[config.mk]
export PLATFORM = sky130hd
export DESIGN_NAME = citf_core
export DESIGN_NICKNAME = d
export VERILOG_FILES = /design/src/rtl/citf_pkg.sv /design/src/rtl/citf_core.sv
export SDC_FILE = /design/constraint.sdc
export NUM_CORES = 1
export LEC_CHECK = 0
export BUFFER_PORTS_ARGS = -buffer_cell sky130_fd_sc_hd__buf_2
export CAP_MARGIN = 15
export CORE_UTILIZATION = 29
export CTS_CLUSTER_DIAMETER = 60
export DETAILED_ROUTE_END_ITERATION = 8
export HOLD_SLACK_MARGIN = 0.03
export SYNTH_ARGS = -nofsm -noshare
export SYNTH_HDL_FRONTEND = slang
export SYNTH_SLANG_ARGS = --single-unit
[constraint.sdc]
create_clock -name clk -period 3.1 [get_ports clk]
set_input_delay 0.31 -clock clk [delete_from_list [all_inputs] [get_ports clk]]
set_output_delay 0.31 -clock clk [all_outputs]
set_load 0.02 [all_outputs]
[src/rtl/citf_pkg.sv]
// citf_pkg: constants and types for the instruction timing and flag core
// assumes: compiled before rtl/citf_core.sv and the bench
package citf_pkg;
    // -------------------------------------------------------------------
    // timing
    // -------------------------------------------------------------------
    localparam int CLK_PER_MC = 4;
    localparam int CLK_PERIOD_NS = 100;
    localparam int RST_MC_MIN = 2;
    localparam int MC_MAX = 5;
    localparam logic [7:0] RESET_BYTE = 8'h00;
    localparam logic [7:0] OPC_MUL = 8'hA4;
    localparam logic [7:0] OPC_DIV = 8'h84;
    localparam logic [7:0] OPC_DA = 8'hD4;
    localparam logic [7:0] OPC_CLRC = 8'hC3;
    localparam logic [7:0] OPC_SETBC = 8'hD3;
    localparam logic [7:0] OPC_CPLC = 8'hB3;
    localparam logic [7:0] OPC_RLC = 8'h33;
    localparam logic [7:0] OPC_RRC = 8'h13;
    localparam int PCON_IDLE_BIT = 0;
    localparam int PCON_PD_BIT = 1;

    typedef enum logic [1:0] {CITF_NORMAL, CITF_IDLE, CITF_PDOWN} citf_mode_t;

    typedef struct packed {
        logic cy;
        logic ov;
        logic ac;
    } citf_flags_t;

    typedef struct packed {
        logic [1:0] len;
        logic [2:0] mc;
    } citf_timing_t;
endpackage

[src/rtl/citf_core.sv]
// citf_core: opcode sequencer, timing decode and flag update of the core
// assumes: single clk, byte-wide code memory answering in the same machine cycle
`timescale 1ns/1ps
module citf_core (
    input  wire logic                 clk,
    input  wire logic                 arst_n,
    input  wire logic [7:0]           code_data,
    input  wire logic                 alu_cy,
    input  wire logic                 alu_ov,
    input  wire logic                 alu_ac,
    input  wire logic [1:0]           pcon_req,
    input  wire logic                 wake,
    output logic                      fetch_stb,
    output logic                      opcode_stb,
    output logic [7:0]                opcode,
    output logic [1:0]                op_bytes,
    output logic [2:0]                op_cycles,
    output citf_pkg::citf_flags_t     flags,
    output citf_pkg::citf_mode_t      mode,
    output logic                      core_clk_en,
    output logic                      periph_clk_en
);
    // -------------------------------------------------------------------
    // decode
    // -------------------------------------------------------------------
    function automatic citf_pkg::citf_timing_t dec(input logic [7:0] op);
        citf_pkg::citf_timing_t t;
        t = '{len: 2'd1, mc: 3'd1};
        if (op[3:0] == 4'h1)
            t = '{len: 2'd2, mc: 3'd3};
        else if (op[3:0] >= 4'h8 && op[7:4] == 4'hD)
            t = '{len: 2'd2, mc: 3'd3};
        else if (op[3:0] >= 4'h4 && op[7:4] == 4'hB)
            t = '{len: 2'd3, mc: 3'd4};
        else if ((op[7:4] >= 4'h2 && op[7:4] <= 4'h9 || op[7:4] == 4'hC) && op[3:0] == 4'h5 ||
                 op[7:4] >= 4'h2 && op[7:4] <= 4'h9 && op[3:0] == 4'h4 && op[7:4] != 4'h8 ||
                 op[7:4] >= 4'h4 && op[7:4] <= 4'h6 && op[3:0] == 4'h2 ||
                 op[7:4] >= 4'h7 && op[7:4] <= 4'hA && op[3:0] == 4'h2 ||
                 op[7:4] >= 4'hB && op[7:4] <= 4'hD && op[3:0] == 4'h2 ||
                 op == 8'h05 || op == 8'h15 || op == 8'hA0 || op == 8'hB0 ||
                 op == 8'hC0 || op == 8'hD0 || op == 8'hE5 || op == 8'hF5 ||
                 op[7:3] == 5'b01111 || op[7:3] == 5'b10001 || op[7:3] == 5'b10101 ||
                 op[7:1] == 7'b1000011 || op[7:1] == 7'b1010011 || op[7:1] == 7'b0111011)
            t = '{len: 2'd2, mc: 3'd2};
        if (op == 8'h75 || op == 8'h85 || op == 8'h90 || op == 8'h53 ||
            op == 8'h43 || op == 8'h63)
            t = '{len: 2'd3, mc: 3'd3};
        if (op == 8'h40 || op == 8'h50 || op == 8'h60 || op == 8'h70 || op == 8'h80)
            t = '{len: 2'd2, mc: 3'd3};
        if (op == 8'h10 || op == 8'h20 || op == 8'h30 || op == 8'hD5)
            t = '{len: 2'd3, mc: 3'd4};
        if (op == 8'h02 || op == 8'h12)
            t = '{len: 2'd3, mc: 3'd4};
        if (op == citf_pkg::OPC_MUL || op == citf_pkg::OPC_DIV)
            t = '{len: 2'd1, mc: 3'd5};
        if (op == 8'hE0 || op == 8'hE2 || op == 8'hE3 || op == 8'hF0 || op == 8'hF2 ||
            op == 8'hF3 || op == 8'h93 || op == 8'h83 || op == 8'hA3 || op == 8'hA5 ||
            op == 8'h73 || op == 8'h22 || op == 8'h32)
            t = '{len: 2'd1, mc: 3'd2};
        if (op == 8'h04 || op == 8'h14 || op[7:4] <= 4'h1 && op[3:0] >= 4'h6)
            t = '{len: 2'd1, mc: 3'd1};
        if (op == 8'hA5)
            t = '{len: 2'd1, mc: 3'd2};
        return t;
    endfunction

    function automatic logic is_cy_only(input logic [7:0] op);
        return op == citf_pkg::OPC_DA || op == citf_pkg::OPC_RLC || op == citf_pkg::OPC_RRC ||
               op == citf_pkg::OPC_CPLC || op[7:4] == 4'hB && op[3:0] >= 4'h4 ||
               op == 8'h82 || op == 8'hB0 || op == 8'h72 || op == 8'hA0 || op == 8'hA2;
    endfunction

    // -------------------------------------------------------------------
    // machine cycle phase and sequencer
    // -------------------------------------------------------------------
    logic [1:0] phase;
    logic [2:0] mc_left;
    logic [1:0] bytes_left;
    logic       run;
    logic       mc_end;
    citf_pkg::citf_timing_t cur;

    assign run = (mode == citf_pkg::CITF_NORMAL);
    assign mc_end = run && phase == 2'(citf_pkg::CLK_PER_MC - 1);
    assign cur = dec(code_data);

    always_ff @(posedge clk or negedge arst_n)
    begin
        if (!arst_n)
            phase <= 2'd0;
        else if (run)
            phase <= phase + 2'd1;
    end

    always_ff @(posedge clk or negedge arst_n)
    begin
        if (!arst_n)
        begin
            mc_left    <= 3'd0;
            bytes_left <= 2'd0;
            fetch_stb  <= 1'b0;
            opcode_stb <= 1'b0;
            opcode     <= citf_pkg::RESET_BYTE;
            op_bytes   <= 2'd1;
            op_cycles  <= 3'd1;
        end
        else
        begin
            fetch_stb  <= 1'b0;
            opcode_stb <= 1'b0;
            if (mc_end)
            begin
                if (mc_left <= 3'd1)
                begin
                    opcode     <= code_data;
                    op_bytes   <= cur.len;
                    op_cycles  <= cur.mc;
                    mc_left    <= cur.mc;
                    bytes_left <= cur.len - 2'd1;
                    fetch_stb  <= 1'b1;
                    opcode_stb <= 1'b1;
                end
                else
                begin
                    mc_left <= mc_left - 3'd1;
                    if (bytes_left != 2'd0)
                    begin
                        bytes_left <= bytes_left - 2'd1;
                        fetch_stb  <= 1'b1;
                    end
                end
            end
        end
    end

    // -------------------------------------------------------------------
    // flags
    // -------------------------------------------------------------------
    always_ff @(posedge clk or negedge arst_n)
    begin
        if (!arst_n)
            flags <= '0;
        else if (mc_end && mc_left <= 3'd1)
        begin
            if (opcode[7:4] == 4'h2 || opcode[7:4] == 4'h3 || opcode[7:4] == 4'h9)
            begin
                if (opcode[3:0] >= 4'h4)
                    flags <= '{cy: alu_cy, ov: alu_ov, ac: alu_ac};
            end
            if (opcode == citf_pkg::OPC_CLRC)
                flags.cy <= 1'b0;
            else if (opcode == citf_pkg::OPC_SETBC)
                flags.cy <= 1'b1;
            else if (opcode == citf_pkg::OPC_MUL || opcode == citf_pkg::OPC_DIV)
            begin
                flags.cy <= 1'b0;
                flags.ov <= alu_ov;
            end
            else if (is_cy_only(opcode))
                flags.cy <= alu_cy;
            // increments and decrements fall through untouched
        end
    end

    // -------------------------------------------------------------------
    // power modes
    // -------------------------------------------------------------------
    logic pd_req;
    logic idle_req;
    assign pd_req = pcon_req[citf_pkg::PCON_PD_BIT];
    assign idle_req = pcon_req[citf_pkg::PCON_IDLE_BIT];

    always_ff @(posedge clk or negedge arst_n)
    begin
        if (!arst_n)
        begin
            mode          <= citf_pkg::CITF_NORMAL;
            core_clk_en   <= 1'b1;
            periph_clk_en <= 1'b1;
        end
        else
        begin
            unique case (mode)
                citf_pkg::CITF_NORMAL:
                    if (mc_end && mc_left <= 3'd1 && pd_req)
                    begin
                        mode          <= citf_pkg::CITF_PDOWN;
                        core_clk_en   <= 1'b0;
                        periph_clk_en <= 1'b0;
                    end
                    else if (mc_end && mc_left <= 3'd1 && idle_req)
                    begin
                        mode        <= citf_pkg::CITF_IDLE;
                        core_clk_en <= 1'b0;
                    end
                citf_pkg::CITF_IDLE, citf_pkg::CITF_PDOWN:
                    if (wake)
                    begin
                        mode          <= citf_pkg::CITF_NORMAL;
                        core_clk_en   <= 1'b1;
                        periph_clk_en <= 1'b1;
                    end
                default:
                    mode <= citf_pkg::CITF_NORMAL;
            endcase
        end
    end

    // -------------------------------------------------------------------
    // checks
    // -------------------------------------------------------------------
    fetch_spacing_a: assert property (@(posedge clk) disable iff (!arst_n)
        fetch_stb |=> !fetch_stb [*3]) else $error("fetches closer than four clocks");
    phase_wrap_a: assert property (@(posedge clk) disable iff (!arst_n)
        opcode_stb |-> phase == 2'd0) else $error("opcode not at machine cycle start");
    mul_cycles_a: assert property (@(posedge clk) disable iff (!arst_n)
        opcode_stb && opcode == 8'hA4 |-> op_cycles == 3'd5 && op_bytes == 2'd1)
        else $error("multiply timing wrong");
    div_cycles_a: assert property (@(posedge clk) disable iff (!arst_n)
        opcode_stb && opcode == 8'h84 |-> op_cycles == 3'd5) else $error("divide timing wrong");
    cjne_cycles_a: assert property (@(posedge clk) disable iff (!arst_n)
        opcode_stb && opcode[7:4] == 4'hB && opcode[3:0] >= 4'h4 |-> op_cycles == 3'd4 && op_bytes == 2'd3)
        else $error("compare jump timing wrong");
    ljmp_cycles_a: assert property (@(posedge clk) disable iff (!arst_n)
        opcode_stb && (opcode == 8'h02 || opcode == 8'h12) |-> op_cycles == 3'd4)
        else $error("long jump timing wrong");
    nop_cycles_a: assert property (@(posedge clk) disable iff (!arst_n)
        opcode_stb && opcode == 8'h00 && mode == citf_pkg::CITF_NORMAL |-> ##4 opcode_stb)
        else $error("nop not one cycle");
    mul_flags_a: assert property (@(posedge clk) disable iff (!arst_n)
        mc_end && mc_left <= 3'd1 && opcode == 8'hA4 |=> !flags.cy && $stable(flags.ac))
        else $error("multiply flags wrong");
    inc_flags_a: assert property (@(posedge clk) disable iff (!arst_n)
        mc_end && mc_left <= 3'd1 && opcode == 8'h04 |=> $stable(flags)) else $error("inc changed flags");
    idle_stop_a: assert property (@(posedge clk) disable iff (!arst_n)
        mode == citf_pkg::CITF_IDLE |-> !core_clk_en && periph_clk_en) else $error("idle clocks wrong");
    pdown_stop_a: assert property (@(posedge clk) disable iff (!arst_n)
        mode == citf_pkg::CITF_PDOWN |-> !core_clk_en && !periph_clk_en)
        else $error("power-down clocks wrong");
    halt_fetch_a: assert property (@(posedge clk) disable iff (!arst_n)
        mode != citf_pkg::CITF_NORMAL |=> !fetch_stb && !opcode_stb)
        else $error("fetch while halted");
    cycle_range_a: assert property (@(posedge clk) disable iff (!arst_n)
        opcode_stb |-> op_cycles != 3'd0 && op_cycles <= 3'(citf_pkg::MC_MAX))
        else $error("cycle count out of range");
    direct_alu_a: assert property (@(posedge clk) disable iff (!arst_n)
        opcode_stb && opcode[3:0] == 4'h5 && (opcode[7:4] == 4'h2 || opcode[7:4] == 4'h3 || opcode[7:4] == 4'h9)
        |-> op_cycles == 3'd2 && op_bytes == 2'd2) else $error("direct arithmetic timing wrong");
    three_byte_a: assert property (@(posedge clk) disable iff (!arst_n)
        opcode_stb && (opcode == 8'h85 || opcode == 8'h75 || opcode == 8'h90 || opcode == 8'h53)
        |-> op_cycles == 3'd3 && op_bytes == 2'd3) else $error("three byte move timing wrong");
    rel_jump_a: assert property (@(posedge clk) disable iff (!arst_n)
        opcode_stb && (opcode == 8'h40 || opcode == 8'h50 || opcode == 8'h60 || opcode == 8'h70 || opcode == 8'h80)
        |-> op_cycles == 3'd3 && op_bytes == 2'd2) else $error("relative jump timing wrong");
    djnz_reg_a: assert property (@(posedge clk) disable iff (!arst_n)
        opcode_stb && opcode[7:3] == 5'b11011 |-> op_cycles == 3'd3 && op_bytes == 2'd2)
        else $error("register decrement jump timing wrong");
    djnz_direct_a: assert property (@(posedge clk) disable iff (!arst_n)
        opcode_stb && opcode == 8'hD5 |-> op_cycles == 3'd4 && op_bytes == 2'd3)
        else $error("direct decrement jump timing wrong");
    bit_jump_a: assert property (@(posedge clk) disable iff (!arst_n)
        opcode_stb && (opcode == 8'h10 || opcode == 8'h20 || opcode == 8'h30)
        |-> op_cycles == 3'd4 && op_bytes == 2'd3) else $error("bit jump timing wrong");
    xdata_move_a: assert property (@(posedge clk) disable iff (!arst_n)
        opcode_stb && (opcode[7:4] == 4'hE || opcode[7:4] == 4'hF) &&
        (opcode[3:0] == 4'h0 || opcode[3:0] == 4'h2 || opcode[3:0] == 4'h3)
        |-> op_cycles == 3'd2 && op_bytes == 2'd1) else $error("external move timing wrong");
    table_read_a: assert property (@(posedge clk) disable iff (!arst_n)
        opcode_stb && (opcode == 8'h93 || opcode == 8'h83) |-> op_cycles == 3'd2 && op_bytes == 2'd1)
        else $error("table read timing wrong");
    dptr_ops_a: assert property (@(posedge clk) disable iff (!arst_n)
        opcode_stb && (opcode == 8'hA3 || opcode == 8'hA5 || opcode == 8'h73)
        |-> op_cycles == 3'd2 && op_bytes == 2'd1) else $error("data pointer op timing wrong");
    return_cycles_a: assert property (@(posedge clk) disable iff (!arst_n)
        opcode_stb && (opcode == 8'h22 || opcode == 8'h32) |-> op_cycles == 3'd2 && op_bytes == 2'd1)
        else $error("return timing wrong");
    add_flags_a: assert property (@(posedge clk) disable iff (!arst_n)
        mc_end && mc_left <= 3'd1 && (opcode[7:4] == 4'h2 || opcode[7:4] == 4'h9) && opcode[3:0] >= 4'h8 |=>
        flags.cy == $past(alu_cy) && flags.ov == $past(alu_ov) && flags.ac == $past(alu_ac))
        else $error("add or subtract flags wrong");
    carry_clear_a: assert property (@(posedge clk) disable iff (!arst_n)
        mc_end && mc_left <= 3'd1 && opcode == citf_pkg::OPC_CLRC |=>
        !flags.cy && $stable(flags.ov) && $stable(flags.ac)) else $error("clear carry wrong");
    carry_set_a: assert property (@(posedge clk) disable iff (!arst_n)
        mc_end && mc_left <= 3'd1 && opcode == citf_pkg::OPC_SETBC |=>
        flags.cy && $stable(flags.ov) && $stable(flags.ac)) else $error("set carry wrong");
    carry_only_a: assert property (@(posedge clk) disable iff (!arst_n)
        mc_end && mc_left <= 3'd1 &&
        (opcode == citf_pkg::OPC_DA || opcode == citf_pkg::OPC_RLC || opcode == citf_pkg::OPC_RRC) |=>
        flags.cy == $past(alu_cy) && $stable(flags.ov) && $stable(flags.ac))
        else $error("carry-only flags wrong");
endmodule

Yosys cells after proc, flatten, opt, wreduce, memory -nomap -nowiden
Index checks and enable logic that the tools add are counted.

Flip-flop bits (word level): 29. Bits of input ports: 16. Output and inout bits: 22. Logic and storage cells: 241.

$add $sub $neg: 4. Magnitude comparators: 14. Eq/ne operators: 79. Mux-type cells: 39. Reductions and logical operators: 91.

Operator list (count): $eq A8 B8 Y1 const B (32); $eq A8 B7 Y1 const B (10); $mux W5 (12); $logic_or A1 B1 Y1 (59); $eq A8 B5 Y1 const B (5); $eq A8 B6 Y1 const B (5); $eq A4 B4 Y1 const B (5); $ge A4 B3 Y1 const B (5); $logic_and A1 B1 Y1 (18); $eq A8 B3 Y1 const B (2); $mux W1 (16); $eq A7 B7 Y1 const B (2); $eq A4 B2 Y1 const B (3); $le A4 B4 Y1 const B (3); $reduce_and A3 Y1 (4); $eq A5 B5 Y1 const B (2); $mux W2 (5); $reduce_bool A5 Y1 (2); $mux W3 (3); $eq A4 B3 Y1 const B (2); $eq A8 B2 Y1 const B (1); $ge A4 B4 Y1 const B (2); $eq A7 B6 Y1 const B (1); $reduce_and A2 Y1 (3); other kinds (20) (25).

Depth between registers and ports, before layout
Word-level depth: 36. Depth in mapped cells: 10. Depth with buffers taken out: 10.

Least setup slack after synthesis
OpenSTA, ideal clock, no wires.

Kind: reg2reg. From: register opcode[1]. To: register flags[2] in the netlist's numbering. Library setup time: 0.125 ns. Arrival: 1.825 ns. Data required time: 2.975 ns. Path slack: 1.151 ns. Cell stages (with the launch flop): 6. Buffers on the path: 0. Period minus slack after synthesis: 1.949 ns. Path through: dfrtp_1 > or3_1 > nor4bb_1 > a31oi_1 > a21oi_1 > mux2_2.

Cells in the longest elaborated chain, start to end: 14. Elaborated cells on any way between the ends: 32. Those cells by class: 1 x order compare; 13 x eq/ne; 4 x mux; 14 x reduce/logical.

RTL lines: from (decl) (RTL line citf_core.sv:15) `output logic [7:0] opcode,`; from (signal assigned) (RTL line citf_core.sv:103) `opcode <= citf_pkg::RESET_BYTE;`; from (signal assigned) (RTL line citf_core.sv:115) `opcode <= code_data;`; $eq A8 B8 Y1 / $eq A8 B6 Y1 (equally long branches) (RTL line citf_core.sv:68) `return op == citf_pkg::OPC_DA || op == citf_pkg::OPC_RLC || op == citf_pkg::OPC_RRC ||`; $logic_or A1 B1 Y1 (3 in a row) (RTL line citf_core.sv:68); $logic_or A1 B1 Y1 (2 in a row) (RTL line citf_core.sv:69) `op == citf_pkg::OPC_CPLC || op[7:4] == 4'hB && op[3:0] >= 4'h4 ||`; $logic_or A1 B1 Y1 (4 in a row) (RTL line citf_core.sv:70) `op == 8'h82 || op == 8'hB0 || op == 8'h72 || op == 8'hA0 || op == 8'hA2;`; $mux W1 (RTL line citf_core.sv:159) `else if (is_cy_only(opcode))`; $mux W1 (RTL line citf_core.sv:154) `else if (opcode == citf_pkg::OPC_MUL || opcode == citf_pkg::OPC_DIV)`; $mux W1 (RTL line citf_core.sv:152) `else if (opcode == citf_pkg::OPC_SETBC)`; $mux W1 (RTL line citf_core.sv:150) `if (opcode == citf_pkg::OPC_CLRC)`; to (signal assigned) (RTL line citf_core.sv:148) `flags <= '{cy: alu_cy, ov: alu_ov, ac: alu_ac};`; to (decl) (RTL line citf_core.sv:18) `output citf_pkg::citf_flags_t flags,`.

Parallel ways exist; a longest one is shown, timed or not. A chain may end at the register's enable or synchronous reset.

Final worst setup path
From: register mc_left[1]. To: register core_clk_en.

Cells in the longest elaborated chain, start to end: 5. Elaborated cells on any way between the ends: 8. Those cells by class: 1 x order compare; 1 x eq/ne; 2 x mux; 4 x reduce/logical.

RTL lines: from (decl) (RTL line citf_core.sv:77) `logic [2:0] mc_left;`; from (signal assigned) (RTL line citf_core.sv:118) `mc_left <= cur.mc;`; from (signal assigned) (RTL line citf_core.sv:125) `mc_left <= mc_left - 3'd1;`; $le A3 B1 Y1 (*) (RTL line citf_core.sv:185, citf_core.sv:191); $logic_and A1 B1 Y1 (*) (RTL line citf_core.sv:185, citf_core.sv:191); $logic_and A1 B1 Y1 (on tied branches) (RTL line citf_core.sv:185, citf_core.sv:191); $ne A3 B1 Y1 (no source line) / $mux W1 (equally long branches); $reduce_and A3 Y1 (no source line) / $pmux W1 S2 (equally long branches); to (signal assigned) (RTL line citf_core.sv:188) `core_clk_en <= 1'b0;`; to (signal assigned) (RTL line citf_core.sv:194) `core_clk_en <= 1'b0;`; to (signal assigned) (RTL line citf_core.sv:200) `core_clk_en <= 1'b1;`; to (decl) (RTL line citf_core.sv:20) `output logic core_clk_en,`.

Every way passes the cells marked *; elsewhere a longest branch is shown, timed or not.

==> results by group <==
Floorplanning
  – Site Rows: 29
  – Die ar.: 6979 um2
  – Core area: 6386 um2
  – # IOs: 38
  – Die span in y: 83.54 um
  – Initial Utilization: 30.19%
  – Die Width: 83.54 um

Routing
  – DRT iter0 DRCs: 117
  – Vias per cell: 5.040
  – Routed WL per cell: 13.32 um
  – Post-Route WL: 4315 um
  – Final ANT Viol Nets: 0
  – Drt pass-1 iters: 4
  – DRC: 0
  – Vias: 1633

Setup path
  – Crit path largest cell delay: 390 ps
  – CP Data Arrival Time: 2590 ps
  – Worst Path Required: 3310 ps
  – CP Capture Type: register
  – Crit-path max FO: 18
  – Worst path most repeated cell: a21oi_1
  – Crit path launch type: register
  – CP max stage cell: dfrtp_1
  – Kind of critical path: register to register
  – Worst-path cell chain: inv_1 -> ha_1 -> o21ba_2 -> nor2_2 -> nand3_2 -> clkinv_1 -> o21ai_0 -> a21oi_1 -> a21oi_1 -> a21oi_1

Place
  – Port bufs: 37
  – Gp weighted congestion: 0.8397
  – Final HPWL DP: 3080 um
  – Dpl cell area: 2102 um2
  – DP Worst Slack: 719.7 ps

Cells and area
  – Fraction of layout cells with a size suffix above 1: 26.32%
  – Most frequent cells in the layout: 39 x nand2_1, 37 x buf_2, 25 x dfrtp_1
  – Final instance area: 2188 um2
  – Ant diodes: 0
  – Most common cell after layout, fill and taps aside: nand2_1
  – Area grow syn2layout: 13.50%
  – Final nets: 267

Logic synthesis
  – Number of synthesized flops with an enable pin: 0
  – Ys flop type: dfrtp_1
  – Average size of a mapped cell: 8.926 um2
  – Synth unique cells: 67
  – Largest cells by area after synthesis: dfrtp_1 32%, nand2_1 7.6%, dfstp_2 5.5%
  – Ys async rst share: 100.0%
  – Yosys top cell area share: 32.45%
  – FF+latch count, synth: 29
  – Netlist Area Pre-Place: 1928 um2
  – Synthesized instance count: 216
  – Post-Syn Nets: 237
  – Yosys top cell by area: dfrtp_1
  – Yosys warnings: 0
  – Sequential fraction of the synthesis area: 37.90%

STA
  – RSZ-0062 raised after global routing: no
  – Clock period minus worst slack: 2377 ps
  – Max Clock Freq: 420.6 MHz
  – Least-Margin Pin Slew: 639.6 ps
  – Final setup TNS: 0 ps
  – Clk_skew: 4.676 ps
  – Rel. slew slack: 57.36%
  – Tcrit/Tclk final: 76.69%
  – Final Hold Vio Count: 0
  – Slew Viols, Final: 0
  – Final WS setup: 722.6 ps
  – Final setup viols: 0

Power
  – Worst IR Drop VDD: 0.0004204 V
  – P per Cell Area: 890.2 nW/um2
  – Leakage: 0.001000 uW

Hold path
  – Worst Hold Class: primary input to async pin

Clocking
  – Hold buffers post-CTS: 0
  – Postcts setup bufs: 0
  – Clock transition at the registers of the reported paths: 60 ps
  – Clock tree from TritonCTS: done
  – Clock Tree Buf Depth: 2
  – CTS Sinks: 29
  – Number of CTS-inserted buffers: 5
  – Number of H-tree levels: 2
  – Root Driver: clkbuf_8
  – Post-cts resize count: 0
  – Clock Latency Late Sink: 280 ps

Global routing
  – Largest net degree at the start of global routing: 30
  – Grt ovf: 0
  – Total GRT Usage: 12.97%
  – Antenna violations before repair: 0
  – Vias in the first global route: 1518
  – Global-route wire length before repair: 7320 um

Run
  – Max-Cap Viols: 0

Outcome
  – Status: finished clean
-- report_power, final --
| part | switching (uW) | total (uW) | internal, uW |
|---|---|---|---|
| sequential | 152 | 716 | 564 |
| combinational | 572 | 930 | 358 |
| clock | 147 | 302 | 154 |
-- per-stage QoR --
stage	util (%)	hold slack (ps)	cells	total power, uW
2_1_floorplan	-	14.41	216	1397
3_3_place_gp	32.92	377.9	316	1642
3_5_place_dp	32.92	376.5	316	1651
4_1_cts	34.27	67.23	324	1972
5_1_grt	34.27	95.05	324	2113
6_report	34.27	48.81	324	1948
-- per-layer routing --
layer	up-vias	global-route usage (%)	routed length, um
met5	-	0	0
met4	0	4.622	53
met3	9	3.363	186
met2	27	20.27	1947
met1	761	17.37	2128
li1	836	-	-
-- state kept, by name (all words and copies together), names as in the netlist --
register	count
phase	2
op_bytes	2
opcode	8
core_clk_en	1
fetch_stb	1
bytes_left	2
opcode_stb	1
mc_left	3
mode	2
periph_clk_en	1
op_cycles	3
flags	3
-- kinds of logic after synthesis --
| group | count (synthesis) | synth area share, % |
|---|---|---|
| and+or+nand+nor | 95 | 26.41 |
| AOI/OAI and AO/OA | 52 | 19.53 |
| DFF | 29 | 37.90 |
| buffers and inverters | 25 | 7.722 |
| muxes | 6 | 3.374 |
| adders and majority gates | 5 | 3.245 |
| xor gates and xnor gates | 4 | 1.817 |
-- cell usage after synthesis, types with 2 or more instances --
cell and n:
nand2_1 39, dfrtp_1 25, ha_1 5, a211oi_1 2, o21ai_0 12, mux2_2 3, nand2b_1 3, buf_2 2
nor2_1 11, o211ai_1 3, a32o_1 2, clkbuf_1 3, mux2i_1 2, inv_1 10, a31oi_1 2, buf_6 5
a21oi_1 10, o21a_1 2, a211o_1 2, nand4_1 2, xor2_1 3, buf_4 3, nand3_1 7, nor3_1 6
nor4_1 4, dfstp_2 4, nor2b_1 3, nor4bb_1 2
-- layout make-up --
type	count	area, um2
well taps	77	96.34
inverters	11	41.29
clock buffers	5	68.82
repair buffers	37	185.2
fillers	675	4198
flip-flops and latches	29	730.7
multi-input cells	162	1049
clock inverters	3	17.52
-- worst paths after layout --
| path | start | end | slack, ps | cells after the start |
|---|---|---|---|---|
| max in group asynchronous | arst_n | mode[0] | 2640 | 1 |
| setup reg to reg | mc_left[1] | core_clk_en | 720 | 10 |
| hold reg to reg | phase[0] | phase[0] | 470 | 1 |
| hold / removal | arst_n | phase[1] | 50 | 1 |
| setup / recovery | mc_left[1] | core_clk_en | 720 | 10 |
| min in group clk | alu_ov | flags[1] | 240 | 2 |
-- critical path, delay by kind of cell, from the launching register on --
family | cells | cell delay [ps]
adder cells (fa/ha/maj) | 1 | 140
buffers and inverters | 2 | 470
AND/OR/NAND/NOR | 2 | 560
flip-flops | 1 | 390
AO/OA/AOI/OAI | 5 | 750
Power figures use the tool's default switching activity.
